**src/design/tcm_pkg.sv**
```systemverilog
// package: register map, field layout, encodings for the 8-bit timer compare block
package tcm_pkg;

    // =====================================================================
    // register byte offsets (APB, one word each)
    localparam logic [7:0] OFF_CTRL_A  = 8'h00;
    localparam logic [7:0] OFF_CTRL_C  = 8'h04;
    localparam logic [7:0] OFF_COUNT   = 8'h08;
    localparam logic [7:0] OFF_CMP_A   = 8'h0C;
    localparam logic [7:0] OFF_CMP_B   = 8'h10;
    localparam logic [7:0] OFF_FLAGS   = 8'h14;
    localparam logic [7:0] OFF_PORT    = 8'h18;
    localparam logic [7:0] OFF_STATUS  = 8'h1C;

    // =====================================================================
    // field positions
    localparam int FLG_OVF     = 0;
    localparam int FLG_MATCH_A = 1;
    localparam int FLG_MATCH_B = 2;
    localparam int PORT_DIR_LSB = 2;

    // =====================================================================
    // reset values
    localparam logic [9:0] CTRL_RST  = 10'h000;
    localparam logic [7:0] COUNT_RST = 8'h00;
    localparam logic [7:0] CMP_RST   = 8'h00;
    localparam logic [2:0] FLAGS_RST = 3'h0;
    localparam logic [1:0] OUT_RST   = 2'h0;
    localparam logic [7:0] COUNT_MAX = 8'hFF;

    // =====================================================================
    // encodings
    localparam logic [2:0] WAVE_NORMAL = 3'h0;
    localparam logic [2:0] WAVE_CTC    = 3'h2;

    localparam logic [2:0] CS_STOP    = 3'h0;
    localparam logic [2:0] CS_DIV1    = 3'h1;
    localparam logic [2:0] CS_DIV8    = 3'h2;
    localparam logic [2:0] CS_DIV64   = 3'h3;
    localparam logic [2:0] CS_DIV256  = 3'h4;
    localparam logic [2:0] CS_DIV1024 = 3'h5;
    localparam int PRE_W = 10;

    typedef enum logic [1:0] {
        ACT_KEEP   = 2'b00,
        ACT_TOGGLE = 2'b01,
        ACT_CLEAR  = 2'b10,
        ACT_SET    = 2'b11
    } tcm_action_t;

    typedef enum logic {
        APB_WAIT = 1'b0,
        APB_DONE = 1'b1
    } tcm_apb_state_t;

    // control word, bit 0 at the bottom
    typedef struct packed {
        logic [2:0] clockSelect;
        logic [2:0] waveformSelect;
        logic [1:0] actionB;
        logic [1:0] actionA;
    } tcm_ctrl_t;

endpackage : tcm_pkg

```
**src/design/tcm_timer8_compare.sv**
```systemverilog
// 8-bit timer/counter with compare-match outputs, APB register slave
//
// The APB interface to the registers and the placing of the registers are this design's own decisions.
`timescale 1ns/1ps
module tcm_timer8_compare
    import tcm_pkg::*;
(
    // clock, reset, enable
    input  wire logic        clk,
    input  wire logic        sys_rst,
    input  wire logic        clkEn,
    // apb slave
    input  wire logic [7:0]  paddr,
    input  wire logic        psel,
    input  wire logic        penable,
    input  wire logic        pwrite,
    input  wire logic [31:0] pwdata,
    output logic      [31:0] prdata,
    output logic             pready,
    output logic             pslverr,
    // port pins, bit 0 unit A, bit 1 unit B
    output logic      [1:0]  pinOut,
    output logic      [1:0]  pinOe
);

    // =====================================================================
    // state
    tcm_ctrl_t      ctrl;
    tcm_apb_state_t apbState;
    logic [7:0]     countValue;
    logic [7:0]     compareValueA;
    logic [7:0]     compareValueB;
    logic [2:0]     flags;
    logic [1:0]     portValue;
    logic [1:0]     portDir;
    logic [1:0]     compareOut;
    logic           blockMatch;
    logic [PRE_W-1:0] prescale;

    // =====================================================================
    // helpers
    function automatic logic tickFor(input logic [2:0] sel,
                                     input logic [PRE_W-1:0] pre);
        case (sel)
            CS_DIV1:    tickFor = 1'b1;
            CS_DIV8:    tickFor = &pre[2:0];
            CS_DIV64:   tickFor = &pre[5:0];
            CS_DIV256:  tickFor = &pre[7:0];
            CS_DIV1024: tickFor = &pre[9:0];
            default:    tickFor = 1'b0;
        endcase
    endfunction : tickFor

    // set, clear or toggle as the action field asks
    function automatic logic applyAction(input logic [1:0] act, input logic cur);
        unique case (tcm_action_t'(act))
            ACT_KEEP:   applyAction = cur;
            ACT_TOGGLE: applyAction = ~cur;
            ACT_CLEAR:  applyAction = 1'b0;
            ACT_SET:    applyAction = 1'b1;
        endcase
    endfunction : applyAction

    // =====================================================================
    // decode
    logic       wrEn;
    logic       countWrite;
    logic       timerTickEnable;
    logic       nonPwm;
    logic       matchA;
    logic       matchB;
    logic [1:0] forceStrobe;
    logic [1:0] action [2];
    logic [2:0] flagSet;
    logic [2:0] flagClr;

    // writes land on the completing access edge only
    assign wrEn            = clkEn && psel && penable && pready && pwrite;
    assign countWrite      = wrEn && (paddr == OFF_COUNT);
    assign timerTickEnable = clkEn && tickFor(ctrl.clockSelect, prescale);
    assign nonPwm          = (ctrl.waveformSelect == WAVE_NORMAL) ||
                             (ctrl.waveformSelect == WAVE_CTC);
    // a match seen while the block is armed is dropped
    assign matchA = (countValue == compareValueA) && !blockMatch;
    assign matchB = (countValue == compareValueB) && !blockMatch;
    assign forceStrobe = (wrEn && paddr == OFF_CTRL_C && nonPwm) ? pwdata[1:0] : 2'b00;
    assign action[0] = ctrl.actionA;
    assign action[1] = ctrl.actionB;

    assign flagSet[FLG_OVF] = timerTickEnable && !countWrite && nonPwm &&
                              (countValue == COUNT_MAX);
    assign flagSet[FLG_MATCH_A] = timerTickEnable && matchA;
    assign flagSet[FLG_MATCH_B] = timerTickEnable && matchB;
    assign flagClr = (wrEn && paddr == OFF_FLAGS) ? pwdata[2:0] : 3'h0;

    // =====================================================================
    // prescaler, free running; stop selection gives no tick
    always_ff @(posedge clk) begin
        if (sys_rst) begin
            prescale <= '0;
        end else if (clkEn) begin
            prescale <= prescale + 1'b1;
        end
    end

    // =====================================================================
    // control registers; action field takes effect with no buffering
    always_ff @(posedge clk) begin
        if (sys_rst) begin
            ctrl          <= tcm_ctrl_t'(CTRL_RST);
            compareValueA <= CMP_RST;
            compareValueB <= CMP_RST;
            portValue     <= 2'h0;
            portDir       <= 2'h0;
        end else if (wrEn) begin
            case (paddr)
                OFF_CTRL_A: ctrl          <= tcm_ctrl_t'(pwdata[9:0]);
                OFF_CMP_A:  compareValueA <= pwdata[7:0];
                OFF_CMP_B:  compareValueB <= pwdata[7:0];
                OFF_PORT: begin
                    portValue <= pwdata[1:0];
                    portDir   <= pwdata[PORT_DIR_LSB+1:PORT_DIR_LSB];
                end
                default: ;
            endcase
        end
    end

    // =====================================================================
    // counter: software write wins over count and clear
    always_ff @(posedge clk) begin
        if (sys_rst) begin
            countValue <= COUNT_RST;
        end else if (countWrite) begin
            countValue <= pwdata[7:0];
        end else if (timerTickEnable) begin
            // a lower top just misses and the count runs through 0xFF
            if (ctrl.waveformSelect == WAVE_CTC && matchA) begin
                countValue <= COUNT_RST;
            end else begin
                countValue <= countValue + 8'h01;
            end
        end
    end

    // armed by a count write, released by the next tick
    always_ff @(posedge clk) begin
        if (sys_rst) begin
            blockMatch <= 1'b0;
        end else if (countWrite) begin
            blockMatch <= 1'b1;
        end else if (timerTickEnable) begin
            blockMatch <= 1'b0;
        end
    end

    // =====================================================================
    // flags: set beats a same-cycle write-one clear
    always_ff @(posedge clk) begin
        if (sys_rst) begin
            flags <= FLAGS_RST;
        end else if (clkEn) begin
            flags <= (flags & ~flagClr) | flagSet;
        end
    end

    // =====================================================================
    // output-compare state; untouched by mode changes, PWM shaping not built
    always_ff @(posedge clk) begin
        if (sys_rst) begin
            compareOut <= OUT_RST;
        end else begin
            for (int i = 0; i < 2; i++) begin
                if (forceStrobe[i]) begin
                    compareOut[i] <= applyAction(action[i], compareOut[i]);
                end else if (timerTickEnable && nonPwm &&
                             (i == 0 ? matchA : matchB)) begin
                    compareOut[i] <= applyAction(action[i], compareOut[i]);
                end
            end
        end
    end

    // =====================================================================
    // pins: override chosen by action field alone, direction from port
    always_ff @(posedge clk) begin
        if (sys_rst) begin
            pinOut <= 2'h0;
            pinOe  <= 2'h0;
        end else if (clkEn) begin
            for (int i = 0; i < 2; i++) begin
                pinOut[i] <= (action[i] != ACT_KEEP) ? compareOut[i] : portValue[i];
            end
            pinOe <= portDir;
        end
    end

    // =====================================================================
    // apb: one wait state so that read data comes from a flop
    logic [31:0] rdData;
    logic        rdHit;

    always_comb begin
        rdHit  = 1'b1;
        rdData = 32'h0;
        case (paddr)
            OFF_CTRL_A: rdData = 32'(ctrl);
            OFF_CTRL_C: rdData = 32'h0;
            OFF_COUNT:  rdData = 32'(countValue);
            OFF_CMP_A:  rdData = 32'(compareValueA);
            OFF_CMP_B:  rdData = 32'(compareValueB);
            OFF_FLAGS:  rdData = 32'(flags);
            OFF_PORT:   rdData = 32'({portDir, portValue});
            OFF_STATUS: rdData = 32'(compareOut);
            default:    rdHit  = 1'b0;
        endcase
    end

    always_ff @(posedge clk) begin
        if (sys_rst) begin
            apbState <= APB_WAIT;
            pready   <= 1'b0;
            pslverr  <= 1'b0;
            prdata   <= 32'h0;
        end else if (clkEn) begin
            unique case (apbState)
                APB_WAIT: begin
                    if (psel && penable) begin
                        apbState <= APB_DONE;
                        pready   <= 1'b1;
                        pslverr  <= !rdHit;
                        prdata   <= pwrite ? 32'h0 : rdData;
                    end
                end
                APB_DONE: begin
                    apbState <= APB_WAIT;
                    pready   <= 1'b0;
                    pslverr  <= 1'b0;
                end
            endcase
        end
    end
endmodule : tcm_timer8_compare

```
**config.mk**
```make
export PLATFORM = sky130hd
export DESIGN_NAME = tcm_timer8_compare
export DESIGN_NICKNAME = d
export VERILOG_FILES = /design/src/design/tcm_pkg.sv /design/src/design/tcm_timer8_compare.sv
export SDC_FILE = /design/constraint.sdc
export NUM_CORES = 1
export LEC_CHECK = 0
export ABC_AREA = 0
export BUFFER_PORTS_ARGS = -buffer_cell sky130_fd_sc_hd__buf_2
export CORE_ASPECT_RATIO = 1.25
export CORE_UTILIZATION = 40
export CTS_BUF_LIST = sky130_fd_sc_hd__clkbuf_16
export CTS_CLUSTER_DIAMETER = 120
export DETAILED_ROUTE_END_ITERATION = 10
export GPL_TIMING_DRIVEN = 0
export PLACE_DENSITY_LB_ADDON = 0.15
export SETUP_SLACK_MARGIN = 0.3
export SYNTH_ARGS = -nofsm -noshare
export SYNTH_HDL_FRONTEND = slang
export SYNTH_SLANG_ARGS = --single-unit
```
**constraint.sdc**
```tcl
create_clock -name clk -period 2.15 [get_ports clk]
set_clock_uncertainty 0.2 [all_clocks]
set_input_delay 0.43 -clock clk [delete_from_list [all_inputs] [get_ports clk]]
set_output_delay 0.43 -clock clk [all_outputs]
set_load 0.03 [all_outputs]
```
==> results of run 1 <==
[metal layers]
layer | vias to the layer above | wire [um] | share of wire [%] | GRT usage [%]
met5 | - | 0 | 0 | 0
met4 | 0 | 465 | 3.6 | 13.8
met3 | 38 | 729 | 5.7 | 4.99
met2 | 134 | 6530 | 51 | 43.5
met1 | 1855 | 5020 | 39 | 29.0
li1 | 1816 | - | - | -
[area by class of cell]
type,instances,area share [%]
inverters,10,0.686
well taps,123,2.81
flip-flops and latches,71,26.2
repair buffers,64,9.13
clock inverters,7,1.76
plain buffers,51,6.75
multi-input cells,353,48.6
clock buffers,9,4.12
[repair_timing]
action,in CTS,in global routing
pin swaps,39,43
cloned,2,3
endpoints found under the setup margin,52,54
gates resized for setup,67,71
setup buffers,17,7
[synth_stat cells, types with 9 or more instances]
master / instances / area [sq um]
clkbuf_1: 18 / 67.6
nand3_1: 29 / 145
o21ai_0: 18 / 90.1
dfxtp_1: 71 / 1420
nor2_1: 44 / 165
xor2_1: 15 / 131
a21oi_1: 32 / 160
nand2_1: 46 / 173
buf_4: 22 / 165
mux2i_1: 22 / 220
a22oi_1: 9 / 67.6
nand4_1: 13 / 81.3
inv_1: 10 / 37.5
xnor2_1: 9 / 78.8
[through the flow]
step,hold slack [ns],setup slack (ns),total power [mW],instances,utilization (%)
5_1_grt,0.149,-0.00159,3.35,688,59.0
4_1_cts,0.139,0.0768,3.24,678,55.7
6_report,0.146,0.0873,3.24,688,59.0
3_5_place_dp,0.253,-0.385,1.62,643,47.4
3_3_place_gp,0.242,-0.384,1.62,643,47.4
2_1_floorplan,0.241,0.00231,1.54,483,-
[cells by family (layout without fill, tap and decap cells)]
group           Yosys count  count (layout)  share of synthesized area, %
other cells               1              22                        0.0970
xor+xnor                 24              24                          5.44
fa+ha+maj                 3               3                         0.971
simple gates            175             176                          23.5
buf+inv                  61             141                          8.32
compound gates           98              99                          16.6
flops                    71              71                          36.8
mux                      29              29                          8.32
[power groups by stage]
stage / registers (mW) / logic [mW] / clock network [mW]
after global routing: 1.33 / 0.314 / 1.70
after global placement: 1.36 / 0.258 / 0
after floorplan: 1.37 / 0.168 / 0
final: 1.33 / 0.298 / 1.61
after CTS: 1.33 / 0.283 / 1.63
after detailed placement: 1.36 / 0.259 / 0
[final timing paths]
check	start	to	slack, ns	cells past startpoint
worst min-delay path	pwdata[8]	ctrl[8]	0.15	3
worst max register to register	ctrl[8]	countValue[3]	0.09	5
worst max-delay path	ctrl[8]	countValue[3]	0.09	5
worst min register to register	prdata[2]	prdata[2]	0.26	2
[worst min-delay path, delay by kind of cell]
family          cells  cell delay, ns
buf+inv             1            0.10
compound gates      1            0.05
simple gates        1            0.06
[registers in the layout, indices dropped and copies added, names as in the netlist, 3 cells and up]
name	cells
flags	3
action	4
countValue	8
prdata	10
prescale	10
ctrl	6
compareValueB	8
compareValueA	8
==> metrics.md, run 1 <==
| Metric | Value |
|---|---|
| Largest stage delay, worst path | `0.53 ns` |
| Number of I/O pins | `84` |
| Nets | `609` |
| DR pass1 iterations | `4` |
| Initial Utilization | `41.7%` |
| Ys Warns | `0` |
| Internal | `2.44 mW` |
| Remaining DRCs | `0` |
| Area grow syn2layout | `41.5%` |
| CTS buffer count | `9` |
| Leading cell types in the layout, fill and taps excluded | `dfxtp_1, buf_2, nor2_1` |
| Bufs on Longest Clock Path | `2` |
| Share of cells above drive strength 1 | `39.5%` |
| Clk sinks | `71` |
| H-tree levels | `3` |
| Avg WL per Cell | `18.5 um` |
| Commonest non-fill, non-tap cell in the layout | `dfxtp_1` |
| Detailed-placement wirelength estimate | `8860 um` |
| Worst EP required | `2.22 ns` |
| Core area | `9270 sq um` |
| IO Port Bufs | `37` |
| RD Place Congestion | `0.890` |
| Cells along the critical path | `nand3b_1 > a2111o_1 > a2111oi_2 > o21ai_0 > a31oi_1` |
| Ys async rst share | `0%` |
| Via density | `5.59` |
| Seq cells post-synth | `71` |
| Filler Cell Count | `825` |
| Multi-input logic area | `around 2700 sq um` |
| # rows | `39` |
| Hold-fix buffers at CTS | `0` |
| Synth unique cells | `57` |
| Crit-path slowest cell | `a2111o_1` |
| Root Buffer | `clkbuf_16` |
| Reg area | `1430 sq um` |
| RSZ-0062 raised after global routing | `true` |
| Top_reg_cell synth | `dfxtp_1` |
| GRT overflow | `0` |
| Post-DRT Antenna Nets | `0` |
| CTS tree | `yes` |
| Setup violators final | `0` |
| Cell count after synthesis | `462` |
| Fin area | `5470 sq um` |
| Die W | `89.9 um` |
| Sequential cell area fraction in the yosys report | `36.8%` |
| Slew margin rel. | `44.9%` |
| Avg Synthesized Cell Area | `8.37 sq um` |
| Fmax | `0.485 GHz` |
| Fin. Hold Viols | `0` |
| Critical path fanouts, max | `5` |
| Critical path arrival | `2.13 ns` |
| Area after DPL | `roughly 4400 sq um` |
| CP startpoint kind | `flip-flop` |
| Initial antenna violation count | `0` |
| Type of the worst min-delay path | `input port to flip-flop` |
| Switching share of total power | `between 20% and 30%` |
| VDD IR max | `roughly 0.00056 V` |
| DRT Wirelength | `12700 um` |
| Leak Pwr | `2.21 nW` |
| Number of synthesized flops with an enable pin | `0` |
| Total number of vias | `3843` |
| Cell family with most CP delay | `compound AO/OA/AOI/OAI gates` |
| Slew Limit Fails | `0` |
| Die Ht | `112 um` |
| Worst slew pin tran | `0.826 ns` |
| Clk slew on worst S/H paths | `0.06 ns` |
| Mapped cell area | `3870 sq um` |
| NetSw | `between 800 and 900 uW` |
| Comb pwr share | `9.2%` |
| CP endpoint kind | `flip-flop` |
| Ant diodes | `0` |
| First-pass GRT wire length | `19400 um` |
| Cell area power density | `592 nW/um^2` |
| Die ar. | `just over 10000 sq um` |
| Vias in the first global route | `3609` |
| Status | `finished, final reports clean` |
| Clock Latency Late Sink | `0.34 ns` |
| Number of max-cap violations | `0` |
| Setup Crit Path Kind | `flip-flop to flip-flop` |
| Post-layout min period | `2.06 ns` |
| All-Layer GR Usage | `25.1%` |
| Reg power frac | `41.2%` |
| Fin crit share | `95.9%` |
| Clock Power Share | `49.6%` |
| Worst path buffer plus inverter count | `0` |
| Drt initial violations | `227` |
| Largest net degree at the start of global routing | `14` |
| TNS Setup | `0 ns` |
(Power assumes the default switching activity.)
==> inputs of run 2 (changes only) <==
- CORE_UTILIZATION: 40 -> 33
==> run 2 against run 1 <==
Effect of this change: critical path depth stayed put; cell count is 2.9% higher; global-route usage fell by 3.2 points; combinational power grew 3%; first-iteration DRC count is 12% lower; sequential power is essentially flat.
==> metrics.md, run 2 (synthesis results as in run 1) <==
| Metric | Value |
|---|---|
| Fmax | `0.474 GHz` |
| Internal | `about 2.2 mW` |
| Filler Cell Count | `1067` |
| Largest stage delay, worst path | `0.53 ns` |
| Number of I/O pins | `84` |
| Vias in the first global route | `3559` |
| DRT Wirelength | `around 13000 um` |
| Fin crit share | `a little over nine tenths` |
| Ant diodes | `0` |
| Slew Limit Fails | `0` |
| H-tree levels | `3` |
| Total number of vias | `3773` |
| Via density | `between 5 and 6` |
| Clk slew on worst S/H paths | `roughly 0.06 ns` |
| WL met1 | `5340 um` |
| Switching share of total power | `about a quarter` |
| Critical path fanouts, max | `5` |
| Crit-path slowest cell | `a2111o_1` |
| CP startpoint kind | `flip-flop` |
| Worst EP required | `2.21 ns` |
| End point of the critical path | `compareOut[1]` |
| Number of max-cap violations | `0` |
| Cell area power density | `522 nW/um^2` |
| WHS | `0.138 ns` |
| Nets | `618` |
| Drt initial violations | `199` |
| Setup Crit Path Kind | `flip-flop to flip-flop` |
| Area grow syn2layout | `44.9%` |
| Core area | `11200 sq um` |
| Leak Pwr | `~2.3 nW` |
| Die Ht | `123 um` |
| Fin area | `around 5600 sq um` |
| CP endpoint kind | `flip-flop` |
| Share of cells above drive strength 1 | `between 40 and 50%` |
| NetSw | `750 uW` |
| GRT overflow | `0` |
| Commonest non-fill, non-tap cell in the layout | `dfxtp_1` |
| R2R depth | `5` |
| VDD IR max | `0.000380 V` |
| Final cell count without fillers | `708` |
| Top sig layer | `met4` |
| Avg WL per Cell | `18.5 um` |
| Total power | `2.92 mW` |
| Cells along the critical path | `nand3b_1 > a2111o_1 > a21o_4 > or3b_1 > a31oi_1` |
| Clock Power Share | `43.9%` |
| Worst slew pin tran | `about 0.8 ns` |
| Clock Latency Late Sink | `between 0.3 and 0.4 ns` |
| Final worst setup slack | `0.0419 ns` |
| Top flop regs | `prdata (10), prescale (10)` |
| Area after DPL | `4410 sq um` |
| Fin. Hold Viols | `0` |
| Post-DRT Antenna Nets | `0` |
| Post-layout min period | `2.11 ns` |
| R2R Path Start | `ctrl[8]` |
| R2R setup slack | `about 0.042 ns` |
| Slew margin rel. | `45.1%` |
| Type of the worst min-delay path | `input port to flip-flop` |
| Setup crit start | `ctrl[8]` |
| # rows | `43` |
| Initial antenna violation count | `0` |
| Comb pwr share | `10.5%` |
| Crit path depth | `5` |
| IO Port Bufs | `37` |
| Placed cell count | `655` |
| Root Buffer | `clkbuf_16` |
| CTS tree | `yes` |
| Hold-fix buffers at CTS | `0` |
| Die ar. | `~12000 sq um` |
| Cell family with most CP delay | `compound AO/OA/AOI/OAI gates` |
| Setup violators final | `0` |
| Largest net degree at the start of global routing | `11` |
| Place WS | `-0.398 ns` |
| Critical path arrival | `2.17 ns` |
| DR WL met2 | `6610 um` |
| Die W | `98.8 um` |
| Bufs on Longest Clock Path | `2` |
| RD Place Congestion | `0.887` |
| Reg power frac | `45.6%` |
| Reg-to-reg endpoint | `compareOut[1]` |
| DR pass1 iterations | `4` |
| Initial Utilization | `between 30 and 40%` |
| CTS buffer count | `9` |
| Detailed-placement wirelength estimate | `slightly above 9000 um` |
| Remaining DRCs | `0` |
| Clk sinks | `71` |
| RSZ-0062 raised after global routing | `true` |
| Status | `finished, final reports clean` |
| Worst path buffer plus inverter count | `0` |
| All-Layer GR Usage | `21.9%` |
| Leading cell types in the layout, fill and taps excluded | `dfxtp_1, nor2_1, buf_2, buf_4, nand2_1` |
| First-pass GRT wire length | `just under 20000 um` |
| Routed length on met3 | `570 um` |
[run 2: cell count changes in the layout (fill, tap and decap cells not counted), sizes merged]
cell	delta
clkinvlp	-3
bufinv	-2
a21oi	-1
buf	+10
inv	+2
clkinv	+2
[run 2: final cells by class]
| class | instances | area, sq um | area share [%] |
|---|---|---|---|
| Buffer | 51 | 378 | 6.75 |
| Clock buffer | 9 | 225 | 4.02 |
| Tap cell | 135 | 169 | 3.02 |
| Sequential cell | 71 | 1430 | 25.6 |
| Inverter | 10 | 37.5 | 0.670 |
| Clock inverter | 6 | 22.5 | 0.402 |
| Multi-Input combinational cell | 352 | 2750 | 49.0 |
| Timing Repair Buffer | 74 | 591 | 10.5 |
[run 2: power by group through the flow]
| stage | sequential [mW] | clock [mW] | combinational, mW |
|---|---|---|---|
| finish | 1.33 | 1.28 | 0.307 |
| global route | 1.33 | 1.37 | 0.327 |
| CTS | 1.33 | 1.32 | 0.288 |
| detailed placement | 1.36 | 0 | 0.260 |
| global placement | 1.36 | 0 | 0.260 |
| floorplan | 1.37 | 0 | 0.168 |
[run 2: worst min path at each step]
stage               cells past startpoint         to       from
finish                                  3    ctrl[8]  pwdata[8]
global route                            3    ctrl[8]  pwdata[8]
CTS                                     3    ctrl[8]  pwdata[8]
detailed placement                      2  prdata[2]  prdata[2]
global placement                        2  prdata[2]  prdata[2]
floorplan                               2    ctrl[5]    ctrl[5]
[run 2: worst reg2reg max path: cells and delay by family (launching register included)]
kind,cells,cell delay (ns)
and+or+nand+nor,2,0.50
AOI/OAI and AO/OA,3,0.98
DFF,1,0.35
[run 2: stage by stage]
stage	util, %	TNS, ns
2_1_floorplan	-	0
3_3_place_gp	39.2	-14.14
3_5_place_dp	39.2	-14.57
4_1_cts	46.2	0
5_1_grt	49.8	0
6_report	49.8	0
[run 2: per-layer routing]
metal | vias up | global-route usage [%]
met2 | 120 | 38.2
met5 | - | 0
met3 | 40 | 3.96
met1 | 1788 | 25.2
li1 | 1825 | -
met4 | 0 | 12.6
[run 2: repair_timing]
action,4_1_cts,5_1_grt
resized for setup,73,102
setup endpoints to repair,52,55
pin swaps,32,44
cloned,4,1
endpoints found under the hold margin,0,0
buffers inserted,25,8
